--- src/hw/stic_pkg.sv ---
// package for the s/t interface command decoder: command codes, modes, carriers
// assumes one 20 mhz clock domain; commands arrive already deserialised
`default_nettype none
package stic_pkg;
  // command codes on the decoded command port (8 bits, arbitrary encoding)
  localparam logic [7:0] CMD_POWER_ON     = 8'h0_1;
  localparam logic [7:0] CMD_POWER_OFF    = 8'h0_2;
  localparam logic [7:0] CMD_ACT_REQ      = 8'h0_3;
  localparam logic [7:0] CMD_DEACT_REQ    = 8'h0_4;
  localparam logic [7:0] CMD_FORCE_INFO2  = 8'h0_5;
  localparam logic [7:0] CMD_LINE_MONITOR = 8'h0_6;
  localparam logic [7:0] CMD_NT_ADAPTIVE  = 8'h1_0;
  localparam logic [7:0] CMD_NT_FIXED     = 8'h1_1;
  localparam logic [7:0] CMD_TE_MASTER    = 8'h1_2;
  localparam logic [7:0] CMD_TE_SLAVE     = 8'h1_3;
  localparam logic [7:0] CMD_FORMAT_BASE  = 8'h2_0; // 0x20..0x23 = format one..four
  localparam logic [7:0] CMD_RATE_BASE    = 8'h2_4; // 0x24..0x27 = rate one..four
  localparam logic [7:0] CMD_B_STRAIGHT   = 8'h3_0;
  localparam logic [7:0] CMD_B_SWAP       = 8'h3_1;
  localparam logic [7:0] CMD_B1_ON        = 8'h3_2;
  localparam logic [7:0] CMD_B1_OFF       = 8'h3_3;
  localparam logic [7:0] CMD_B2_ON        = 8'h3_4;
  localparam logic [7:0] CMD_B2_OFF       = 8'h3_5;
  localparam logic [7:0] CMD_B1_INVERT    = 8'h3_6;
  localparam logic [7:0] CMD_B2_INVERT    = 8'h3_7;
  localparam logic [7:0] CMD_B_NORMAL     = 8'h3_8;

  // device mode codes
  typedef enum logic [1:0] {
    STIC_MODE_NT_ADAPTIVE = 2'b00,
    STIC_MODE_NT_FIXED    = 2'b01,
    STIC_MODE_TE_MASTER   = 2'b10,
    STIC_MODE_TE_SLAVE    = 2'b11
  } stic_mode_t;

  // activation sequencer states
  typedef enum logic [2:0] {
    STIC_ST_POWERED_DOWN = 3'b000,
    STIC_ST_DEACTIVATED  = 3'b001,
    STIC_ST_ACTIVATING   = 3'b010,
    STIC_ST_ACTIVE       = 3'b011,
    STIC_ST_FORCED_INFO2 = 3'b100,
    STIC_ST_DEACTIVATING = 3'b101
  } stic_state_t;

  // line signal being sent
  typedef enum logic [2:0] {
    STIC_INFO_0 = 3'b000,
    STIC_INFO_1 = 3'b001,
    STIC_INFO_2 = 3'b010,
    STIC_INFO_3 = 3'b011,
    STIC_INFO_4 = 3'b100
  } stic_info_t;

  // b channel configuration carrier
  typedef struct packed {
    logic swap;        // b1/b2 exchanged
    logic b1_on;       // system-side slot b1 enabled
    logic b2_on;       // system-side slot b2 enabled
    logic b1_invert;   // invert transmitted b1
    logic b2_invert;   // invert transmitted b2
  } stic_bcfg_t;

  // interface timing carrier
  typedef struct packed {
    logic [1:0] format;    // format one..four as 0..3
    logic [1:0] bit_rate;  // rate one..four as 0..3
  } stic_dif_t;

  // reset values
  localparam stic_mode_t  RST_MODE  = STIC_MODE_NT_ADAPTIVE;
  localparam stic_bcfg_t  RST_BCFG  = 5'b0_0000;
  localparam stic_dif_t   RST_DIF   = 4'h0;
  localparam logic [1:0]  FMT_ONE   = 2'h0;

  // deactivation run-down before info 0 settles (one frame of 250 us)
  localparam int DEACT_TIME_US = 250;
  localparam int CLK_MHZ       = 20;
  localparam logic [12:0] DEACT_CYCLES = 13'(DEACT_TIME_US * CLK_MHZ);
endpackage
`default_nettype wire

--- src/hw/stic_bpath.sv ---
// b channel data path: swap, enable and polarity for one bit slot
// assumes slot strobes from the framing logic on the same clock
`default_nettype none
module stic_bpath
  import stic_pkg::*;
(
  input  wire logic       clk,          // system clock
  input  wire logic       arst_n,       // async reset, active low
  input  wire stic_bcfg_t bcfg,         // b channel settings
  input  wire logic       slot_b1,      // current bit is a system-side b1 slot
  input  wire logic       slot_b2,      // current bit is a system-side b2 slot
  input  wire logic       b_transmit_in,// system transmit data bit
  input  wire logic       line_rx_bit,  // line receive data bit for this slot
  output logic            line_tx_bit,  // bit sent to the line
  output logic            b_receive_out,// system receive data
  output logic            b_receive_oe  // receive output driven
);
  // ****************************************
  // slot gating
  // ****************************************
  logic line_is_b1; // line slot carrying this system slot
  logic en_slot;    // enable of system-side slot
  logic inv_slot;   // polarity of line slot
  logic any_slot;   // inside either b slot

  // enables follow the system slot even when swapped
  always_comb begin
    any_slot   = slot_b1 | slot_b2;
    en_slot    = slot_b1 ? bcfg.b1_on : bcfg.b2_on;
    line_is_b1 = slot_b1 ^ bcfg.swap;
    inv_slot   = line_is_b1 ? bcfg.b1_invert : bcfg.b2_invert;
  end

  // registered outputs: disabled slots send ones and float receive
  always_ff @(posedge clk or negedge arst_n) begin
    if (!arst_n) begin
      line_tx_bit   <= 1'b1;
      b_receive_out <= 1'b0;
      b_receive_oe  <= 1'b0;
    end else begin
      if (any_slot && en_slot) begin
        line_tx_bit   <= b_transmit_in ^ inv_slot;
        b_receive_out <= line_rx_bit;
        b_receive_oe  <= 1'b1;
      end else begin
        line_tx_bit   <= 1'b1;
        b_receive_out <= 1'b0;
        b_receive_oe  <= 1'b0;
      end
    end
  end
endmodule // stic_bpath
`default_nettype wire

--- src/hw/stic_ctrl.sv ---
// control command interpreter of the s/t transceiver
// assumes cmd_valid/cmd_code come from the serial port logic on clk;
// line status inputs come from the receiver and are synchronised here
`default_nettype none
// Function
// - power-on enables analog, oscillator, deactivates, info 0
// - power-on masks signal detect, power-off enables
// - power-off goes low power immediately
// - deactivation request runs deactivation sequence
// - force info two only active network modes
// - forced: pending flag, keep sync, block data
// - line monitor activates on info 3 as master
// - network adaptive: adaptive sampling, slave clocks
// - network fixed: dpll off, fixed sampling, slave
// - terminal master: generate clocks, d access on
// - terminal slave: buffered resync, slave clock out
// - terminal slave: d access off, requests ignored
// - format command sets matching default rate
// - rate command changes current format's rate
// - straight or swapped b channel path
// - disabled b slots send ones, float receive
// - per-channel invert, normal restores both
// - enables refer to system-side slots
module stic_ctrl
  import stic_pkg::*;
#(
  parameter logic [12:0] DEACT_LEN = DEACT_CYCLES // deactivation run-down in cycles
) (
  input  wire logic       clk,                  // 20 mhz clock
  input  wire logic       arst_n,               // async reset, active low
  input  wire logic       cmd_valid,            // one-cycle command strobe
  input  wire logic [7:0] cmd_code,             // command byte
  input  wire logic       rx_info3_pin,         // receiver sees info 3 (async)
  input  wire logic       rx_info1_pin,         // receiver sees info 1 (async)
  input  wire logic       rx_info24_pin,        // receiver sees info 2 or 4 (async)
  input  wire logic       line_energy_pin,      // raw line energy (async)
  input  wire logic       d_channel_request,    // layer 2 wants the d channel
  input  wire logic       slot_b1,              // system-side b1 slot
  input  wire logic       slot_b2,              // system-side b2 slot
  input  wire logic       b_transmit_in,        // system transmit data
  input  wire logic       line_rx_bit,          // line receive b bit
  output logic            line_tx_bit,          // line transmit b bit
  output logic            b_receive_out,        // system receive data
  output logic            b_receive_oe,         // receive output drive enable
  output logic            analog_on,            // analog circuits powered
  output logic            osc_on,               // crystal oscillator running
  output logic            line_signal_detect,   // wake-up output
  output stic_info_t      tx_info,              // line signal being sent
  output stic_state_t     act_state,            // activation state
  output logic            activation_pending,   // pending flag pulse
  output logic            data_blocked,         // 2b+d transfer inhibited
  output logic            loop_sync,            // loop synchronised
  output logic            clocks_master,        // drive bit clock and frame_sync
  output logic            adaptive_sampling,    // adaptive receive sampling
  output logic            dpll_on,              // receive dpll running
  output logic            resync_on,            // slave buffers and resync active
  output logic            slave_clock_out,      // slave clock at d gate pin
  output logic            d_access_on,          // d priority/contention active
  output logic            d_request_taken,      // d request accepted
  output logic            monitor_on,           // line monitor mode
  output stic_dif_t       dif                   // format and bit rate
);
  // ****************************************
  // input synchronisers
  // ****************************************
  logic [3:0] sync1_reg; // first stage, read only by the second
  logic [3:0] sync2_reg; // usable stage
  always_ff @(posedge clk or negedge arst_n) begin
    if (!arst_n) begin
      sync1_reg <= 4'h0;
      sync2_reg <= 4'h0;
    end else begin
      sync1_reg <= {line_energy_pin, rx_info24_pin, rx_info1_pin, rx_info3_pin};
      sync2_reg <= sync1_reg;
    end
  end
  logic rx_info3, rx_info1, rx_info24, line_energy;
  assign rx_info3    = sync2_reg[0];
  assign rx_info1    = sync2_reg[1];
  assign rx_info24   = sync2_reg[2];
  assign line_energy = sync2_reg[3];

  // ****************************************
  // command decode helpers
  // ****************************************
  // true when the strobe carries the given code
  function automatic logic is_cmd(input logic v, input logic [7:0] c, input logic [7:0] k);
    return v && (c == k);
  endfunction
  // true when code falls in a group of four starting at base
  function automatic logic in_quad(input logic v, input logic [7:0] c, input logic [7:0] b);
    return v && (c[7:2] == b[7:2]);
  endfunction

  logic c_pon, c_poff, c_ar, c_dr, c_fi2, c_mon;
  assign c_pon  = is_cmd(cmd_valid, cmd_code, CMD_POWER_ON);
  assign c_poff = is_cmd(cmd_valid, cmd_code, CMD_POWER_OFF);
  assign c_ar   = is_cmd(cmd_valid, cmd_code, CMD_ACT_REQ);
  assign c_dr   = is_cmd(cmd_valid, cmd_code, CMD_DEACT_REQ);
  assign c_fi2  = is_cmd(cmd_valid, cmd_code, CMD_FORCE_INFO2);
  assign c_mon  = is_cmd(cmd_valid, cmd_code, CMD_LINE_MONITOR);

  // ****************************************
  // power control
  // ****************************************
  logic power_reg; // analog and oscillator enabled
  logic lsd_en_reg; // signal detect circuit enabled
  // power-off wins nothing over power-on in the same strobe: one code per strobe
  always_ff @(posedge clk or negedge arst_n) begin
    if (!arst_n) begin
      power_reg  <= 1'b0;
      lsd_en_reg <= 1'b1;
    end else if (c_pon) begin
      power_reg  <= 1'b1;
      lsd_en_reg <= 1'b0;
    end else if (c_poff) begin
      power_reg  <= 1'b0;
      lsd_en_reg <= 1'b1;
    end
  end
  assign analog_on = power_reg;
  assign osc_on    = power_reg;
  // detect output is a registered copy of gated line energy
  always_ff @(posedge clk or negedge arst_n) begin
    if (!arst_n) line_signal_detect <= 1'b0;
    else         line_signal_detect <= lsd_en_reg & line_energy;
  end

  // ****************************************
  // device mode and line monitor
  // ****************************************
  stic_mode_t mode_reg; // current device mode
  logic       mon_reg;  // line monitor selected
  always_ff @(posedge clk or negedge arst_n) begin
    if (!arst_n) begin
      mode_reg <= RST_MODE;
    end else if (cmd_valid) begin
      case (cmd_code)
        CMD_NT_ADAPTIVE: mode_reg <= STIC_MODE_NT_ADAPTIVE;
        CMD_NT_FIXED:    mode_reg <= STIC_MODE_NT_FIXED;
        CMD_TE_MASTER:   mode_reg <= STIC_MODE_TE_MASTER;
        CMD_TE_SLAVE:    mode_reg <= STIC_MODE_TE_SLAVE;
        default:         mode_reg <= mode_reg;
      endcase
    end
  end
  // monitor only meaningful from terminal master; another mode command clears it
  always_ff @(posedge clk or negedge arst_n) begin
    if (!arst_n) mon_reg <= 1'b0;
    else if (c_mon) mon_reg <= (mode_reg == STIC_MODE_TE_MASTER);
    else if (in_quad(cmd_valid, cmd_code, CMD_NT_ADAPTIVE)) mon_reg <= 1'b0;
  end
  logic is_nt;
  assign is_nt = (mode_reg == STIC_MODE_NT_ADAPTIVE) || (mode_reg == STIC_MODE_NT_FIXED);
  assign monitor_on        = mon_reg;
  assign adaptive_sampling = (mode_reg != STIC_MODE_NT_FIXED);
  assign dpll_on           = (mode_reg != STIC_MODE_NT_FIXED);
  assign clocks_master     = (mode_reg == STIC_MODE_TE_MASTER);
  assign resync_on         = (mode_reg == STIC_MODE_TE_SLAVE);
  assign slave_clock_out   = (mode_reg == STIC_MODE_TE_SLAVE);
  assign d_access_on       = (mode_reg == STIC_MODE_TE_MASTER);
  assign d_request_taken   = d_channel_request & d_access_on;

  // ****************************************
  // interface format and bit rate
  // ****************************************
  stic_dif_t dif_reg; // format and rate
  always_ff @(posedge clk or negedge arst_n) begin
    if (!arst_n) begin
      dif_reg <= RST_DIF;
    end else if (in_quad(cmd_valid, cmd_code, CMD_FORMAT_BASE)) begin
      dif_reg.format   <= cmd_code[1:0];
      dif_reg.bit_rate <= cmd_code[1:0];
    end else if (in_quad(cmd_valid, cmd_code, CMD_RATE_BASE)) begin
      dif_reg.bit_rate <= cmd_code[1:0];
    end
  end
  assign dif = dif_reg;

  // ****************************************
  // b channel settings
  // ****************************************
  stic_bcfg_t bcfg_reg; // b path settings
  always_ff @(posedge clk or negedge arst_n) begin
    if (!arst_n) begin
      bcfg_reg <= RST_BCFG;
    end else if (cmd_valid) begin
      case (cmd_code)
        CMD_B_STRAIGHT: bcfg_reg.swap  <= 1'b0;
        CMD_B_SWAP:     bcfg_reg.swap  <= 1'b1;
        CMD_B1_ON:      bcfg_reg.b1_on <= 1'b1;
        CMD_B1_OFF:     bcfg_reg.b1_on <= 1'b0;
        CMD_B2_ON:      bcfg_reg.b2_on <= 1'b1;
        CMD_B2_OFF:     bcfg_reg.b2_on <= 1'b0;
        CMD_B1_INVERT:  bcfg_reg.b1_invert <= 1'b1;
        CMD_B2_INVERT:  bcfg_reg.b2_invert <= 1'b1;
        CMD_B_NORMAL: begin
          bcfg_reg.b1_invert <= 1'b0;
          bcfg_reg.b2_invert <= 1'b0;
        end
        default:        bcfg_reg <= bcfg_reg;
      endcase
    end
  end

  // data path; blocked transfer forces all slots off like disabled channels
  stic_bcfg_t bcfg_eff;
  always_comb begin
    bcfg_eff = bcfg_reg;
    if (data_blocked) begin
      bcfg_eff.b1_on = 1'b0;
      bcfg_eff.b2_on = 1'b0;
    end
  end
  stic_bpath u_bpath (
    .clk           (clk),
    .arst_n        (arst_n),
    .bcfg          (bcfg_eff),
    .slot_b1       (slot_b1),
    .slot_b2       (slot_b2),
    .b_transmit_in (b_transmit_in),
    .line_rx_bit   (line_rx_bit),
    .line_tx_bit   (line_tx_bit),
    .b_receive_out (b_receive_out),
    .b_receive_oe  (b_receive_oe)
  );

  // ****************************************
  // activation sequencer
  // ****************************************
  stic_state_t st_reg;  // current state
  logic [12:0] deact_cnt_reg; // run-down counter
  logic        rx_wake;  // far end signal that completes activation
  // network ends finish on info 3; terminals on info 2/4; monitor on info 3
  assign rx_wake = (is_nt || mon_reg) ? rx_info3 : rx_info24;
  always_ff @(posedge clk or negedge arst_n) begin
    if (!arst_n) begin
      st_reg <= STIC_ST_POWERED_DOWN;
    end else if (c_poff) begin
      st_reg <= STIC_ST_POWERED_DOWN;
    end else if (c_pon) begin
      st_reg <= STIC_ST_DEACTIVATED;
    end else begin
      case (st_reg)
        STIC_ST_POWERED_DOWN: st_reg <= STIC_ST_POWERED_DOWN;
        STIC_ST_DEACTIVATED:  if (c_ar) st_reg <= STIC_ST_ACTIVATING;
        STIC_ST_ACTIVATING: begin
          if (c_dr)         st_reg <= STIC_ST_DEACTIVATING;
          else if (rx_wake) st_reg <= STIC_ST_ACTIVE;
        end
        STIC_ST_ACTIVE: begin
          if (c_dr)                st_reg <= STIC_ST_DEACTIVATING;
          else if (c_fi2 && is_nt) st_reg <= STIC_ST_FORCED_INFO2;
        end
        STIC_ST_FORCED_INFO2: begin
          if (c_dr)      st_reg <= STIC_ST_DEACTIVATING;
          else if (c_ar) st_reg <= STIC_ST_ACTIVE;
        end
        STIC_ST_DEACTIVATING: if (deact_cnt_reg == 13'h0_000) st_reg <= STIC_ST_DEACTIVATED;
        default: st_reg <= STIC_ST_POWERED_DOWN;
      endcase
    end
  end
  // run-down timer loads on entering deactivation
  always_ff @(posedge clk or negedge arst_n) begin
    if (!arst_n) deact_cnt_reg <= 13'h0_000;
    else if (c_dr) deact_cnt_reg <= DEACT_LEN - 13'h0_001;
    else if (deact_cnt_reg != 13'h0_000) deact_cnt_reg <= deact_cnt_reg - 13'h0_001;
  end
  assign act_state = st_reg;

  // line signal per state; info 0 whenever down or deactivated
  always_ff @(posedge clk or negedge arst_n) begin
    if (!arst_n) tx_info <= STIC_INFO_0;
    else begin
      case (st_reg)
        STIC_ST_ACTIVATING:   tx_info <= mon_reg ? STIC_INFO_0 : (is_nt ? STIC_INFO_2 : STIC_INFO_3);
        STIC_ST_ACTIVE:       tx_info <= mon_reg ? STIC_INFO_0 : (is_nt ? STIC_INFO_4 : STIC_INFO_3);
        STIC_ST_FORCED_INFO2: tx_info <= STIC_INFO_2;
        default:              tx_info <= STIC_INFO_0;
      endcase
    end
  end

  // pending pulse when forced and info 3 first seen, or ordinary wake signals
  logic pend_arm_reg; // at most one pulse until active or powered down re-arms it
  always_ff @(posedge clk or negedge arst_n) begin
    if (!arst_n) begin
      pend_arm_reg       <= 1'b0;
      activation_pending <= 1'b0;
    end else begin
      activation_pending <= 1'b0;
      if (st_reg == STIC_ST_FORCED_INFO2 && rx_info3 && !pend_arm_reg) begin
        activation_pending <= 1'b1;
        pend_arm_reg       <= 1'b1;
      end else if (st_reg == STIC_ST_DEACTIVATED && (is_nt ? rx_info1 : rx_info24) && !pend_arm_reg) begin
        activation_pending <= 1'b1;
        pend_arm_reg       <= 1'b1;
      end else if (st_reg == STIC_ST_ACTIVE || st_reg == STIC_ST_POWERED_DOWN) begin
        pend_arm_reg <= 1'b0;
      end
    end
  end
  assign loop_sync    = (st_reg == STIC_ST_ACTIVE) || (st_reg == STIC_ST_FORCED_INFO2 && rx_info3);
  assign data_blocked = (st_reg != STIC_ST_ACTIVE);

  // ****************************************
  // checks
  // ****************************************
  pwr_on_a: assert property (@(posedge clk) disable iff (!arst_n)
    c_pon |=> (power_reg && st_reg == STIC_ST_DEACTIVATED) ##1 tx_info == STIC_INFO_0)
    else $error("power on did not reset to deactivated");
  lsd_gate_a: assert property (@(posedge clk) disable iff (!arst_n)
    c_pon |=> ##1 !line_signal_detect) else $error("detect not masked");
  pwr_off_a: assert property (@(posedge clk) disable iff (!arst_n)
    c_poff |=> st_reg == STIC_ST_POWERED_DOWN && !analog_on) else $error("power off late");
  deact_a: assert property (@(posedge clk) disable iff (!arst_n)
    (c_dr && st_reg == STIC_ST_ACTIVE && !c_poff && !c_pon) |=> st_reg == STIC_ST_DEACTIVATING)
    else $error("deactivation not started");
  // forced info 2 is entered only from an active network end; a later mode change is not a fault
  fi2_nt_a: assert property (@(posedge clk) disable iff (!arst_n)
    (st_reg != STIC_ST_FORCED_INFO2 && !(c_fi2 && is_nt && st_reg == STIC_ST_ACTIVE))
      |=> st_reg != STIC_ST_FORCED_INFO2) else $error("forced info 2 outside network mode");
  // the b path itself must show the block: ones on the line, receive floated
  fi2_blk_a: assert property (@(posedge clk) disable iff (!arst_n)
    (st_reg == STIC_ST_FORCED_INFO2) |=> !b_receive_oe && line_tx_bit) else $error("data not blocked");
  fmt_rate_a: assert property (@(posedge clk) disable iff (!arst_n)
    in_quad(cmd_valid, cmd_code, CMD_FORMAT_BASE) |=> dif.format == $past(cmd_code[1:0]) && dif.bit_rate == dif.format)
    else $error("format default rate wrong");
  rate_a: assert property (@(posedge clk) disable iff (!arst_n)
    in_quad(cmd_valid, cmd_code, CMD_RATE_BASE) |=> dif.bit_rate == $past(cmd_code[1:0]))
    else $error("rate not applied");
  slave_d_a: assert property (@(posedge clk) disable iff (!arst_n)
    (mode_reg == STIC_MODE_TE_SLAVE) |-> !d_request_taken) else $error("slave took d request");
  fixed_a: assert property (@(posedge clk) disable iff (!arst_n)
    (mode_reg == STIC_MODE_NT_FIXED) |-> !dpll_on && !clocks_master) else $error("fixed mode wrong");
  act_c: cover property (@(posedge clk) disable iff (!arst_n) st_reg == STIC_ST_ACTIVE);
  fi2_c: cover property (@(posedge clk) disable iff (!arst_n) activation_pending && st_reg == STIC_ST_FORCED_INFO2);
  deact_c: cover property (@(posedge clk) disable iff (!arst_n)
    st_reg == STIC_ST_DEACTIVATING ##1 st_reg == STIC_ST_DEACTIVATED);
endmodule // stic_ctrl
`default_nettype wire

--- config.mk ---
export PLATFORM = sky130hd
export DESIGN_NAME = stic_ctrl
export DESIGN_NICKNAME = d
export VERILOG_FILES = /design/src/hw/stic_pkg.sv /design/src/hw/stic_bpath.sv /design/src/hw/stic_ctrl.sv
export SDC_FILE = /design/constraint.sdc
export NUM_CORES = 1
export LEC_CHECK = 0
export BUFFER_PORTS_ARGS = -buffer_cell sky130_fd_sc_hd__clkbuf_2
export CAP_MARGIN = 10
export CORE_ASPECT_RATIO = 1.25
export CORE_MARGIN = 2
export CORE_UTILIZATION = 49
export CTS_CLUSTER_DIAMETER = 150
export CTS_CLUSTER_SIZE = 24
export DETAILED_ROUTE_END_ITERATION = 12
export PLACE_DENSITY = 0.77
export SLEW_MARGIN = 20
export SYNTH_ARGS = -nofsm -noshare
export SYNTH_HDL_FRONTEND = slang
export SYNTH_SLANG_ARGS = --single-unit
--- constraint.sdc ---
create_clock -name clk -period 1.9 [get_ports clk]
set_input_delay 0.19 -clock clk [delete_from_list [all_inputs] [get_ports clk]]
set_output_delay 0.19 -clock clk [all_outputs]
set_load 0.05 [all_outputs]
==> impl_summary.log, run 1 <==
INFO  metric run_status = finished, violations left
INFO  metric violations = setup timing
INFO  metric final_layout_size_suffix_gt1_share = 37.0%
INFO  metric clkLatencyLatePin = 300 ps
INFO  metric total_power = 0.00371 W
INFO  metric h_tree_lvls = 2
INFO  metric core = 4730 µm²
INFO  metric number_of_flip_flops_under_the_largest_register_name = 13
INFO  metric worst_pin_slew = 581 ps
INFO  metric cp_data_required_time = 2140 ps
INFO  metric period_minus_slack = 1940 ps
INFO  metric first_global_vias = 2063
INFO  metric timing.final.hold_violations = 0
INFO  metric mean_routed_wirelength_per_cell = 14.6 µm
INFO  metric hpwl = 4270 µm
INFO  metric m1WireLength = 2210 µm
INFO  metric design.final.nets = 343
INFO  metric cts.root.buffer_cell = sky130_fd_sc_hd__clkbuf_8
INFO  metric ios = 47
INFO  metric die_y = 82.3 µm
INFO  metric gpl.final_weighted_congestion = 0.876
INFO  metric dieArea = 5490 µm²
INFO  metric grtUsageTotal = 22.4%
INFO  metric postPlaceCellArea = 2940 µm²
INFO  metric fp-row-count = 28
INFO  metric worstRegToRegCells = 5
INFO  metric cts.path.max_buffers = 2
INFO  metric drc_errors = 0
INFO  metric tritoncts = yes
INFO  metric flow.area_growth_from_synthesis = 31.6%
INFO  metric antenna_cells_inserted = 0
INFO  metric hold_critical_path_depth = 2
INFO  metric initialDrtViolationCount = 89
INFO  metric crit_fanout = 3
INFO  metric power.density_cell_area = 1170 nW/µm²
INFO  metric min_period_over_period = 102%
INFO  metric postSynthRegisterBits = 47
INFO  metric layout.cell_area.non_filler = 3160 µm²
INFO  metric largest_net_degree_at_the_start_of_global_routing = 30
INFO  metric clock_sinks = 47
INFO  metric p_leak = 1.40 nW
INFO  metric totalNegativeSetupSlack = -119 ps
INFO  metric post_synth_num_cell_types = 52
INFO  metric synth_largest_area_cell = sky130_fd_sc_hd__dfrtp_1
INFO  metric maxcap_viol_count = 0
INFO  metric netlist_area = 2400 µm²
INFO  metric initial_core_util = 50.8%
INFO  metric synth_async_sr_flop_share = 100%
INFO  metric grt_antenna_before_repair = 0
INFO  metric synth_nets = 263
INFO  metric avgViaCountPerCell = 5.47
INFO  metric synthTopCellsByArea = sky130_fd_sc_hd__dfrtp_1, sky130_fd_sc_hd__xnor2_1, sky130_fd_sc_hd__nand2_1, sky130_fd_sc_hd__nor2_1, sky130_fd_sc_hd__mux2_2
INFO  metric hold_ws = 86.1 ps
INFO  metric met2RoutedLength = 3030 µm
INFO  metric irDropWorstVdd = 0.000587 V
INFO  metric worst_setup_path_end_kind = flip-flop
INFO  metric cts-buffers-inserted = 5
INFO  metric crit_path_setup_slack_layout = -42.8 ps
INFO  metric numPlacedInstances = 367
INFO  metric clk_pin_slew = 90 ps
INFO  metric drt_wl_total = 5570 µm
INFO  metric timing.fmax = 515 MHz
INFO  metric startpoint_type = flip-flop
INFO  metric final_max_tran_viols = 0
INFO  metric grt_pass1_wl = 9300 µm
INFO  metric worst-setup-path-type = flip-flop to flip-flop
INFO  metric stdcell_count = 382
INFO  metric timing.final.setup_violations = 7
INFO  metric portion_of_the_post_synthesis_area_used_by_sequential_elements = 49.0%
INFO  metric hold_class = input pin to flip-flop
INFO  metric layout.cells.most_common = sky130_fd_sc_hd__clkbuf_2
INFO  metric die_x = 66.7 µm
INFO  metric relSlewSlack = 60.3%
INFO  metric syn_inst = 241
INFO  metric drtAntennaViolNets = 0
INFO  metric layout.cells.most_common_list = sky130_fd_sc_hd__clkbuf_2, sky130_fd_sc_hd__dfrtp_1, sky130_fd_sc_hd__buf_4, sky130_fd_sc_hd__nand2_1, sky130_fd_sc_hd__nor2_1
INFO  metric timing.critical_path.arrival = 2180 ps
INFO  metric synth_top_cell_area_share = 46.8%
INFO  metric rsz0062_at_grt = yes
INFO  metric io_buffer_count = 46
INFO  metric ys.warnings.count = 0
INFO  metric top_sig_layer = met4
INFO  metric synth_enable_flop_cells = 0
INFO  metric grt_overflow_total = 0
INFO  metric dominantRegCellSynth = sky130_fd_sc_hd__dfrtp_1
INFO  metric wl_met3 = 206 µm
INFO  metric synth.avg_cell_area = 9.98 µm²
INFO  metric dr.pass1.iters = 4
INFO  metric finClkSkew = 8.98 ps
INFO  metric vias_after_detailed_routing = 2091
-- timing repair --
item                       in CTS  in global routing
hold buffers                    5                  0
pin swaps                       2                  1
hold endpoints to repair       21                  0
cloned                          1                  0
gates resized for setup         2                 11
buffers inserted                1                  0
setup endpoints to repair       7                 16
-- routing by layer --
metal	vias up	track usage [%]
met2	54	41.2
li1	1015	-
met4	0	8.98
met3	13	3.79
met1	1009	25.6
met5	-	0
-- critical path, cell delays in order (launching register included) --
cell                       delay, ps
sky130_fd_sc_hd__dfrtp_1         380
sky130_fd_sc_hd__or4_4           560
sky130_fd_sc_hd__nand2b_4        160
sky130_fd_sc_hd__or2_1           210
sky130_fd_sc_hd__or4_1           400
sky130_fd_sc_hd__a21oi_1         150
-- cell type report --
type,count,area (µm²)
timing repair buffer,88,571
tap,60,75.1
inverter,10,41.3
clock inverter,3,43.8
fill,418,1570
clock buffer,5,68.8
multi-input combinational,169,1180
sequential,47,1180
-- where the power goes --
part	internal, W	switching, W
clock network	0.000392	0.000349
logic	0.000637	0.00101
registers	0.00119	0.000131
-- Yosys cell counts (all sizes together) (3+ instances only) --
cell type / instances
dfrtp: 45
nand2: 19
nor2: 19
a21oi: 12
o21ai: 12
xnor2: 11
inv: 10
nand3: 10
a211oi: 8
clkbuf: 8
or4: 8
buf: 7
nand2b: 7
mux2: 6
and2: 5
nor3: 5
nor2b: 3
or3: 3
xor2: 3
-- stage by stage --
stage          util [%]  setup WS, ps
3_5_place_dp       62.2          -172
4_1_cts            66.0         -26.3
5_1_grt            66.9          -122
3_3_place_gp       62.2          -115
2_1_floorplan         -         -43.3
6_report           66.9         -42.8
-- worst paths after layout --
| path | startpoint | to | slack [ps] |
|---|---|---|---|
| max | deact_cnt_reg[7] | deact_cnt_reg[11] | -40 |
| min | line_rx_bit | u_bpath.b_receive_out | 90 |
| max reg2reg | deact_cnt_reg[7] | deact_cnt_reg[11] | -40 |
| min in group asynchronous | arst_n | sync2_reg[1] | 380 |
| max in group asynchronous | arst_n | u_bpath.line_tx_bit | 910 |
| min reg2reg | sync1_reg[2] | sync2_reg[2] | 360 |
-- logic make-up after synthesis --
logic type / after synthesis / synth area share, %
muxes: 8 / 3.64
AOI/OAI and AO/OA: 50 / 14.7
xor gates and xnor gates: 14 / 5.10
buffers and inverters: 25 / 4.68
DFF: 47 / 49.0
and+or+nand+nor: 95 / 21.8
adders and majority gates: 2 / 1.04
Note: power is estimated with default switching activity, not from simulation.
==> run 2: changes to the inputs <==
--- a/config.mk
+++ b/config.mk
@@ -14,6 +14,7 @@
 export CTS_CLUSTER_SIZE = 24
 export DETAILED_ROUTE_END_ITERATION = 12
 export PLACE_DENSITY = 0.77
+export REMOVE_ABC_BUFFERS = 1
 export SLEW_MARGIN = 20
 export SYNTH_ARGS = -nofsm -noshare
 export SYNTH_HDL_FRONTEND = slang
==> impl_summary.log, run 2 (synthesis results as in run 1) <==
INFO  metric die_y = 82.3 µm (unchanged)
INFO  metric flow.area_growth_from_synthesis = 32.8%
INFO  metric gpl.final_weighted_congestion = 0.838 (-4.4%)
INFO  metric timing.critical_path.arrival = 2190 ps (about the same)
INFO  metric dr.pass1.iters = 4 (unchanged)
INFO  metric total_power = 0.00370 W (-0.24%)
INFO  metric layout.cells.most_common_list = sky130_fd_sc_hd__clkbuf_2, sky130_fd_sc_hd__dfrtp_1, sky130_fd_sc_hd__buf_4, sky130_fd_sc_hd__nand2_1, sky130_fd_sc_hd__nor2_1
INFO  metric violations = setup timing
INFO  metric grt_antenna_before_repair = 0 (unchanged)
INFO  metric min_period_over_period = 104% (+1.4 points)
INFO  metric timing.final.setup_violations = 3 (-4)
INFO  metric antenna_cells_inserted = 0 (unchanged)
INFO  metric grt_pass1_wl = 8740 µm (-6.0%)
INFO  metric cp_data_required_time = 2130 ps (about the same)
INFO  metric finClkSkew = 7.98 ps (-1.00 ps)
INFO  metric grtUsageTotal = 21.0% (-1.4 points)
INFO  metric hold_class = input pin to flip-flop
INFO  metric comb_power_share = 44.3% (-0.2 points)
INFO  metric irDropWorstVdd = 0.000651 V (+11%)
INFO  metric h_tree_lvls = 2 (unchanged)
INFO  metric p_clk_share = 20.3% (+0.3 points)
INFO  metric fp-row-count = 28 (unchanged)
INFO  metric share_seq_of_total_power = 35.5% (about the same)
INFO  metric mean_routed_wirelength_per_cell = 14.3 µm (-2.1%)
INFO  metric grt_overflow_total = 0 (unchanged)
INFO  metric cts.path.max_buffers = 2 (unchanged)
INFO  metric dp_slack = -185 ps (-13.3 ps)
INFO  metric dieArea = 5490 µm² (unchanged)
INFO  metric cts-buffers-inserted = 5 (unchanged)
INFO  metric number_of_flip_flops_under_the_largest_register_name = 13 (unchanged)
INFO  metric avgViaCountPerCell = 5.33 (-2.6%)
INFO  metric clock_sinks = 47 (unchanged)
INFO  metric intPower = 0.00225 W (+1.6%)
INFO  metric startpoint_type = flip-flop
INFO  metric drt_wl_total = 5490 µm (-1.4%)
INFO  metric die_x = 66.7 µm (unchanged)
INFO  metric switching_power = 0.00145 W (-3.0%)
INFO  metric final_max_tran_viols = 0 (unchanged)
INFO  metric io_buffer_count = 46 (unchanged)
INFO  metric period_minus_slack = 1970 ps (+26.6 ps)
INFO  metric layout.cells.most_common = sky130_fd_sc_hd__clkbuf_2
INFO  metric design.final.nets = 346 (+0.87%)
INFO  metric worst_pin_slew = 445 ps (-136 ps)
INFO  metric worst_setup_path_end_kind = flip-flop
INFO  metric power_switching_share = 39.1% (-1.1 points)
INFO  metric grt.met1_usage = 23.1% (-2.4 points)
INFO  metric maxcap_viol_count = 0 (unchanged)
INFO  metric timing.final.hold_violations = 0 (unchanged)
INFO  metric core = 4730 µm² (unchanged)
INFO  metric vias_after_detailed_routing = 2053 (-1.8%)
INFO  metric relSlewSlack = 70.0% (+9.7 points)
INFO  metric grt.met2_usage = 39.3% (-1.9 points)
INFO  metric gr-usage-met3 = 4.20% (+0.41 points)
INFO  metric power.density_cell_area = 1160 nW/µm² (-1.2%)
INFO  metric run_status = finished, violations left
INFO  metric ios = 47 (unchanged)
INFO  metric numPlacedInstances = 369 (+0.54%)
INFO  metric initial_core_util = 50.8% (unchanged)
INFO  metric first_global_vias = 1992 (-3.4%)
INFO  metric crit_fanout = 3 (unchanged)
INFO  metric clkLatencyLatePin = 300 ps (about the same)
INFO  metric timing.fmax = 508 MHz (-1.4%)
INFO  metric stdcell_count = 385 (+0.79%)
INFO  metric final_layout_size_suffix_gt1_share = 36.9% (about the same)
INFO  metric hold_ws = 116 ps (+30.1 ps)
INFO  metric tritoncts = yes
INFO  metric grt-busiest-layer = met2
INFO  metric initialDrtViolationCount = 70 (-21%)
INFO  metric hpwl = 4140 µm (-3.1%)
INFO  metric postPlaceCellArea = 2910 µm² (-0.98%)
INFO  metric layout.cell_area.non_filler = 3190 µm² (+0.95%)
INFO  metric p_leak = 1.44 nW (+2.5%)
INFO  metric drtAntennaViolNets = 0 (unchanged)
INFO  metric crit_path_setup_slack_layout = -69.3 ps (-26.6 ps)
INFO  metric rsz0062_at_grt = yes
INFO  metric largest_net_degree_at_the_start_of_global_routing = 24 (-20%)
INFO  metric worst-setup-path-type = flip-flop to flip-flop
INFO  metric cts.root.buffer_cell = sky130_fd_sc_hd__clkbuf_8
INFO  metric drc_errors = 0 (unchanged)
INFO  metric clk_pin_slew = 80 ps (about the same)
-- run 2: cell count changes in the layout (fill, tap and decap cells not counted), sizes merged --
cell      before  now
clkinvlp       1    0
clkinv         2    1
inv            9   10
buf           37   41
-- run 2: final cells by class --
class | count | area [µm²]
Timing Repair Buffer | 91 | 587
Clock inverter | 2 | 35.0
Multi-Input combinational cell | 169 | 1200
Tap cell | 60 | 75.1
Clock buffer | 6 | 82.6
Fill cell | 412 | 1540
Sequential cell | 47 | 1180
Inverter | 10 | 37.5
-- run 2: final timing paths --
kind                                  start               endpoint  slack (ps)  depth (start not counted)
min in group asynchronous            arst_n       deact_cnt_reg[2]         260                          2
max                        deact_cnt_reg[7]      deact_cnt_reg[11]         -70                          5
min reg2reg                    sync1_reg[1]           sync2_reg[1]         350                          0
max reg2reg                deact_cnt_reg[7]      deact_cnt_reg[11]         -70                          5
max in group asynchronous            arst_n    u_bpath.line_tx_bit        1040                          3
min                             line_rx_bit  u_bpath.b_receive_out         120                          2
-- run 2: per-stage QoR --
step / TNS, ps / util [%]
5_1_grt: -437 / 67.5
2_1_floorplan: -9640 / -
3_3_place_gp: -328 / 61.6
4_1_cts: -15.0 / 65.7
6_report: -97.2 / 67.5
3_5_place_dp: -560 / 61.6
-- run 2: layer usage --
metal  up-vias  routed length [µm]
li1       1020                   -
met1       977                2200
met2        45                2980
met3        11                 197
met4         0                 121
met5         -                   0
-- run 2: power by group through the flow --
stage          logic (W)  clock network, W  registers (W)
4_1_cts          0.00156          0.000764        0.00131
2_1_floorplan   0.000707                 0        0.00160
3_3_place_gp     0.00151                 0        0.00132
6_report         0.00164          0.000749        0.00131
3_5_place_dp     0.00153                 0        0.00132
5_1_grt          0.00179          0.000812        0.00133
-- run 2: critical path, cell delays in order, from the launching register on --
cell                       delay (ps)
sky130_fd_sc_hd__dfrtp_1          390
sky130_fd_sc_hd__or4_4            570
sky130_fd_sc_hd__nand2b_4         160
sky130_fd_sc_hd__or2_4            230
sky130_fd_sc_hd__or4_1            400
sky130_fd_sc_hd__a21oi_1          150
-- run 2: repair_timing --
action,CTS,global route
endpoints found under the setup margin,3,16
pin swaps,4,9
hold endpoints to repair,8,2
hold buffers,3,2
resized for setup,4,22
setup buffers,2,0
cloned,1,0
==> run 3: changes to the inputs <==
--- a/config.mk
+++ b/config.mk
@@ -9,11 +9,10 @@
 export CAP_MARGIN = 10
 export CORE_ASPECT_RATIO = 1.25
 export CORE_MARGIN = 2
-export CORE_UTILIZATION = 49
+export CORE_UTILIZATION = 55
 export CTS_CLUSTER_DIAMETER = 150
-export CTS_CLUSTER_SIZE = 24
 export DETAILED_ROUTE_END_ITERATION = 12
-export PLACE_DENSITY = 0.77
+export PLACE_DENSITY = 0.82
 export REMOVE_ABC_BUFFERS = 1
 export SLEW_MARGIN = 20
 export SYNTH_ARGS = -nofsm -noshare
==> constraint.sdc (replaced) <==
create_clock -name clk -period 2.25 [get_ports clk]
set_input_delay 0.225 -clock clk [delete_from_list [all_inputs] [get_ports clk]]
set_output_delay 0.225 -clock clk [all_outputs]
set_load 0.05 [all_outputs]
==> impl_summary.log, run 3 (synthesis results as in run 1) <==
INFO  metric ctsHoldBuffers = 0 (-3)
INFO  metric p_leak = 1.24 nW (-14%)
INFO  metric initial_core_util = 58.2% (+7.4 points)
INFO  metric die_x = 63.1 µm (-5.3%)
INFO  metric comb_power_share = 38.6% (-5.7 points)
INFO  metric gpl.final_weighted_congestion = 0.882 (+5.2%)
INFO  metric worst_pin_slew = 570 ps (+125 ps)
INFO  metric hold_class = input pin to asynchronous set/reset pin
INFO  metric p_clk_share = 20.1% (-0.2 points)
INFO  metric vias_after_detailed_routing = 1985 (-3.3%)
INFO  metric switching_power = 0.00116 W (-20%)
INFO  metric grt_antenna_before_repair = 0 (unchanged)
INFO  metric drt_wl_total = 5090 µm (-7.3%)
INFO  metric combined_area_of_the_multi_input_logic_cells = 1110 µm² (-7.0%)
INFO  metric power_switching_share = 41.4% (+2.3 points)
INFO  metric crit_fanout = 9 (+6)
INFO  metric startpoint_type = flip-flop
INFO  metric min_period_over_period = 93.0%
INFO  metric mean_routed_wirelength_per_cell = 14.6 µm (+2.6%)
INFO  metric cts.path.max_buffers = 2 (unchanged)
INFO  metric first_global_vias = 2058 (+3.3%)
INFO  metric dieArea = 4920 µm² (-10%)
INFO  metric clkLatencyLatePin = 300 ps (about the same)
INFO  metric regArea = 1180 µm² (-0.11%)
INFO  metric flow.area_growth_from_synthesis = 17.4%
INFO  metric layout.cell_area.non_filler = 2820 µm² (-12%)
INFO  metric grtUsageTotal = 23.4% (+2.4 points)
INFO  metric final.fill_count = 337 (-18%)
INFO  metric initialDrtViolationCount = 68 (-2.9%)
INFO  metric intPower = 0.00164 W (-27%)
INFO  metric largest_net_degree_at_the_start_of_global_routing = 48 (+100%)
INFO  metric hpwl = 3790 µm (-8.5%)
INFO  metric drc_errors = 0 (unchanged)
INFO  metric grt_overflow_total = 0 (unchanged)
INFO  metric die_y = 77.9 µm (-5.3%)
INFO  metric finClkSkew = 6.12 ps (-1.86 ps)
INFO  metric final_layout_size_suffix_gt1_share = 27.1% (-9.9 points)
INFO  metric grt_pass1_wl = 9060 µm (+3.6%)
INFO  metric worst_setup_path_end_kind = primary output
INFO  metric final_util = 68.4% (+0.81 points)
INFO  metric number_of_flip_flops_under_the_largest_register_name = 13 (unchanged)
INFO  metric clk_pin_slew = 90 ps (about the same)
INFO  metric avgViaCountPerCell = 5.70 (+7.0%)
INFO  metric ios = 47 (unchanged)
INFO  metric antenna_cells_inserted = 0 (unchanged)
INFO  metric timing.fmax = 478 MHz
INFO  metric irDropWorstVdd = 0.000635 V (-2.4%)
INFO  metric relSlewSlack = 62.0% (-8.0 points)
INFO  metric timing.final.hold_violations = 0 (unchanged)
INFO  metric power.density_cell_area = 990 nW/µm² (-14%)
INFO  metric rsz0062_at_grt = no
INFO  metric dr.pass1.iters = 4 (unchanged)
INFO  metric regToRegStartpoint = deact_cnt_reg[6]
INFO  metric layout.cells.most_common_list = sky130_fd_sc_hd__clkbuf_2, sky130_fd_sc_hd__dfrtp_1, sky130_fd_sc_hd__nor2_1, sky130_fd_sc_hd__nand2_1
INFO  metric post_cts_resized = 0 (-4)
INFO  metric timing.critical_path.arrival = 1870 ps (-320 ps)
INFO  metric final_max_tran_viols = 0 (unchanged)
INFO  metric share_seq_of_total_power = 41.2% (+5.7 points)
INFO  metric period_minus_slack = 2090 ps
INFO  metric timing.critical_path.slowest_stage_cell = sky130_fd_sc_hd__dfrtp_1
INFO  metric design.final.nets = 313 (-9.5%)
INFO  metric fp-row-count = 26 (-7.1%)
INFO  metric layout.cells.most_common = sky130_fd_sc_hd__clkbuf_2
INFO  metric maxcap_viol_count = 0 (unchanged)
INFO  metric postCtsSetupRepairBufs = 0 (-2)
INFO  metric cts.root.buffer_cell = sky130_fd_sc_hd__clkbuf_8
INFO  metric cts-buffers-inserted = 5 (unchanged)
INFO  metric clock_sinks = 47 (unchanged)
INFO  metric drtAntennaViolNets = 0 (unchanged)
INFO  metric crit_path_start = act_state[1]
INFO  metric worst-setup-path-type = flip-flop to primary output
INFO  metric timing.final.setup_violations = 0 (-3)
INFO  metric cp_cell_sequence = inv_1 > nor2_1 > nand2_1 > o21ai_0 > clkbuf_2
INFO  metric postPlaceCellArea = 2720 µm² (-6.6%)
INFO  metric critical-path-max-stage-delay = 510 ps (-60 ps)
INFO  metric tritoncts = yes
INFO  metric cp_data_required_time = 2030 ps (-100 ps)
INFO  metric h_tree_lvls = 2 (unchanged)
INFO  metric core = 4130 µm² (-13%)
INFO  metric io_buffer_count = 46 (unchanged)
INFO  metric run_status = completed
[run 3: metal layers]
layer,global-route usage (%),vias up,part of all wire [%]
met5,0,-,0
met4,10.7,0,2.8
met3,5.36,14,5.1
met2,41.2,64,54
met1,26.7,953,38
li1,-,954,-
[run 3: power by group through the flow]
stage / registers [W] / logic [W] / clock network (W)
floorplan: 0.00135 / 0.000597 / 0
global placement: 0.00116 / 0.00105 / 0
detailed placement: 0.00117 / 0.00107 / 0
CTS: 0.00115 / 0.00108 / 0.000576
global route: 0.00118 / 0.00118 / 0.000610
finish: 0.00115 / 0.00108 / 0.000563
[run 3: worst paths after layout]
kind | end | slack (ps) | cells after the start
max reg2reg | deact_cnt_reg[11] | 180 | 5
max in group asynchronous | mode_reg[0] | 1860 | 2
max | loop_sync | 160 | 5
min reg2reg | sync2_reg[1] | 360 | 0
min | deact_cnt_reg[2] | 1 | 2
min in group clk | sync1_reg[0] | 30 | 1
[run 3: final cells by class]
class                           count  area share, %
Tap cell                           56           2.48
Timing Repair Buffer               58           11.3
Clock buffer                        7           3.41
Multi-Input combinational cell    169           39.4
Inverter                           10           1.33
Clock inverter                      1          0.266
Sequential cell                    47           41.7
[run 3: worst max-delay path: cells and delay by family (launching register included)]
kind / cells / cell delay, ps
buffers and inverters: 2 / 500
DFF: 1 / 510
AOI/OAI and AO/OA: 1 / 140
and+or+nand+nor: 2 / 400
[run 3: metrics by stage]
step | instances | hold WS (ps) | setup TNS (ps) | setup WS (ps) | power, W
final | 348 | 1.17 | 0 | 157 | 0.00280
after global routing | 348 | 11.4 | 0 | 56.3 | 0.00297
after CTS | 348 | 12.3 | 0 | 172 | 0.00282
after detailed placement | 340 | 335 | 0 | 136 | 0.00224
after global placement | 340 | 333 | 0 | 199 | 0.00221
after floorplan | 226 | -70.6 | -3310 | -404 | 0.00195
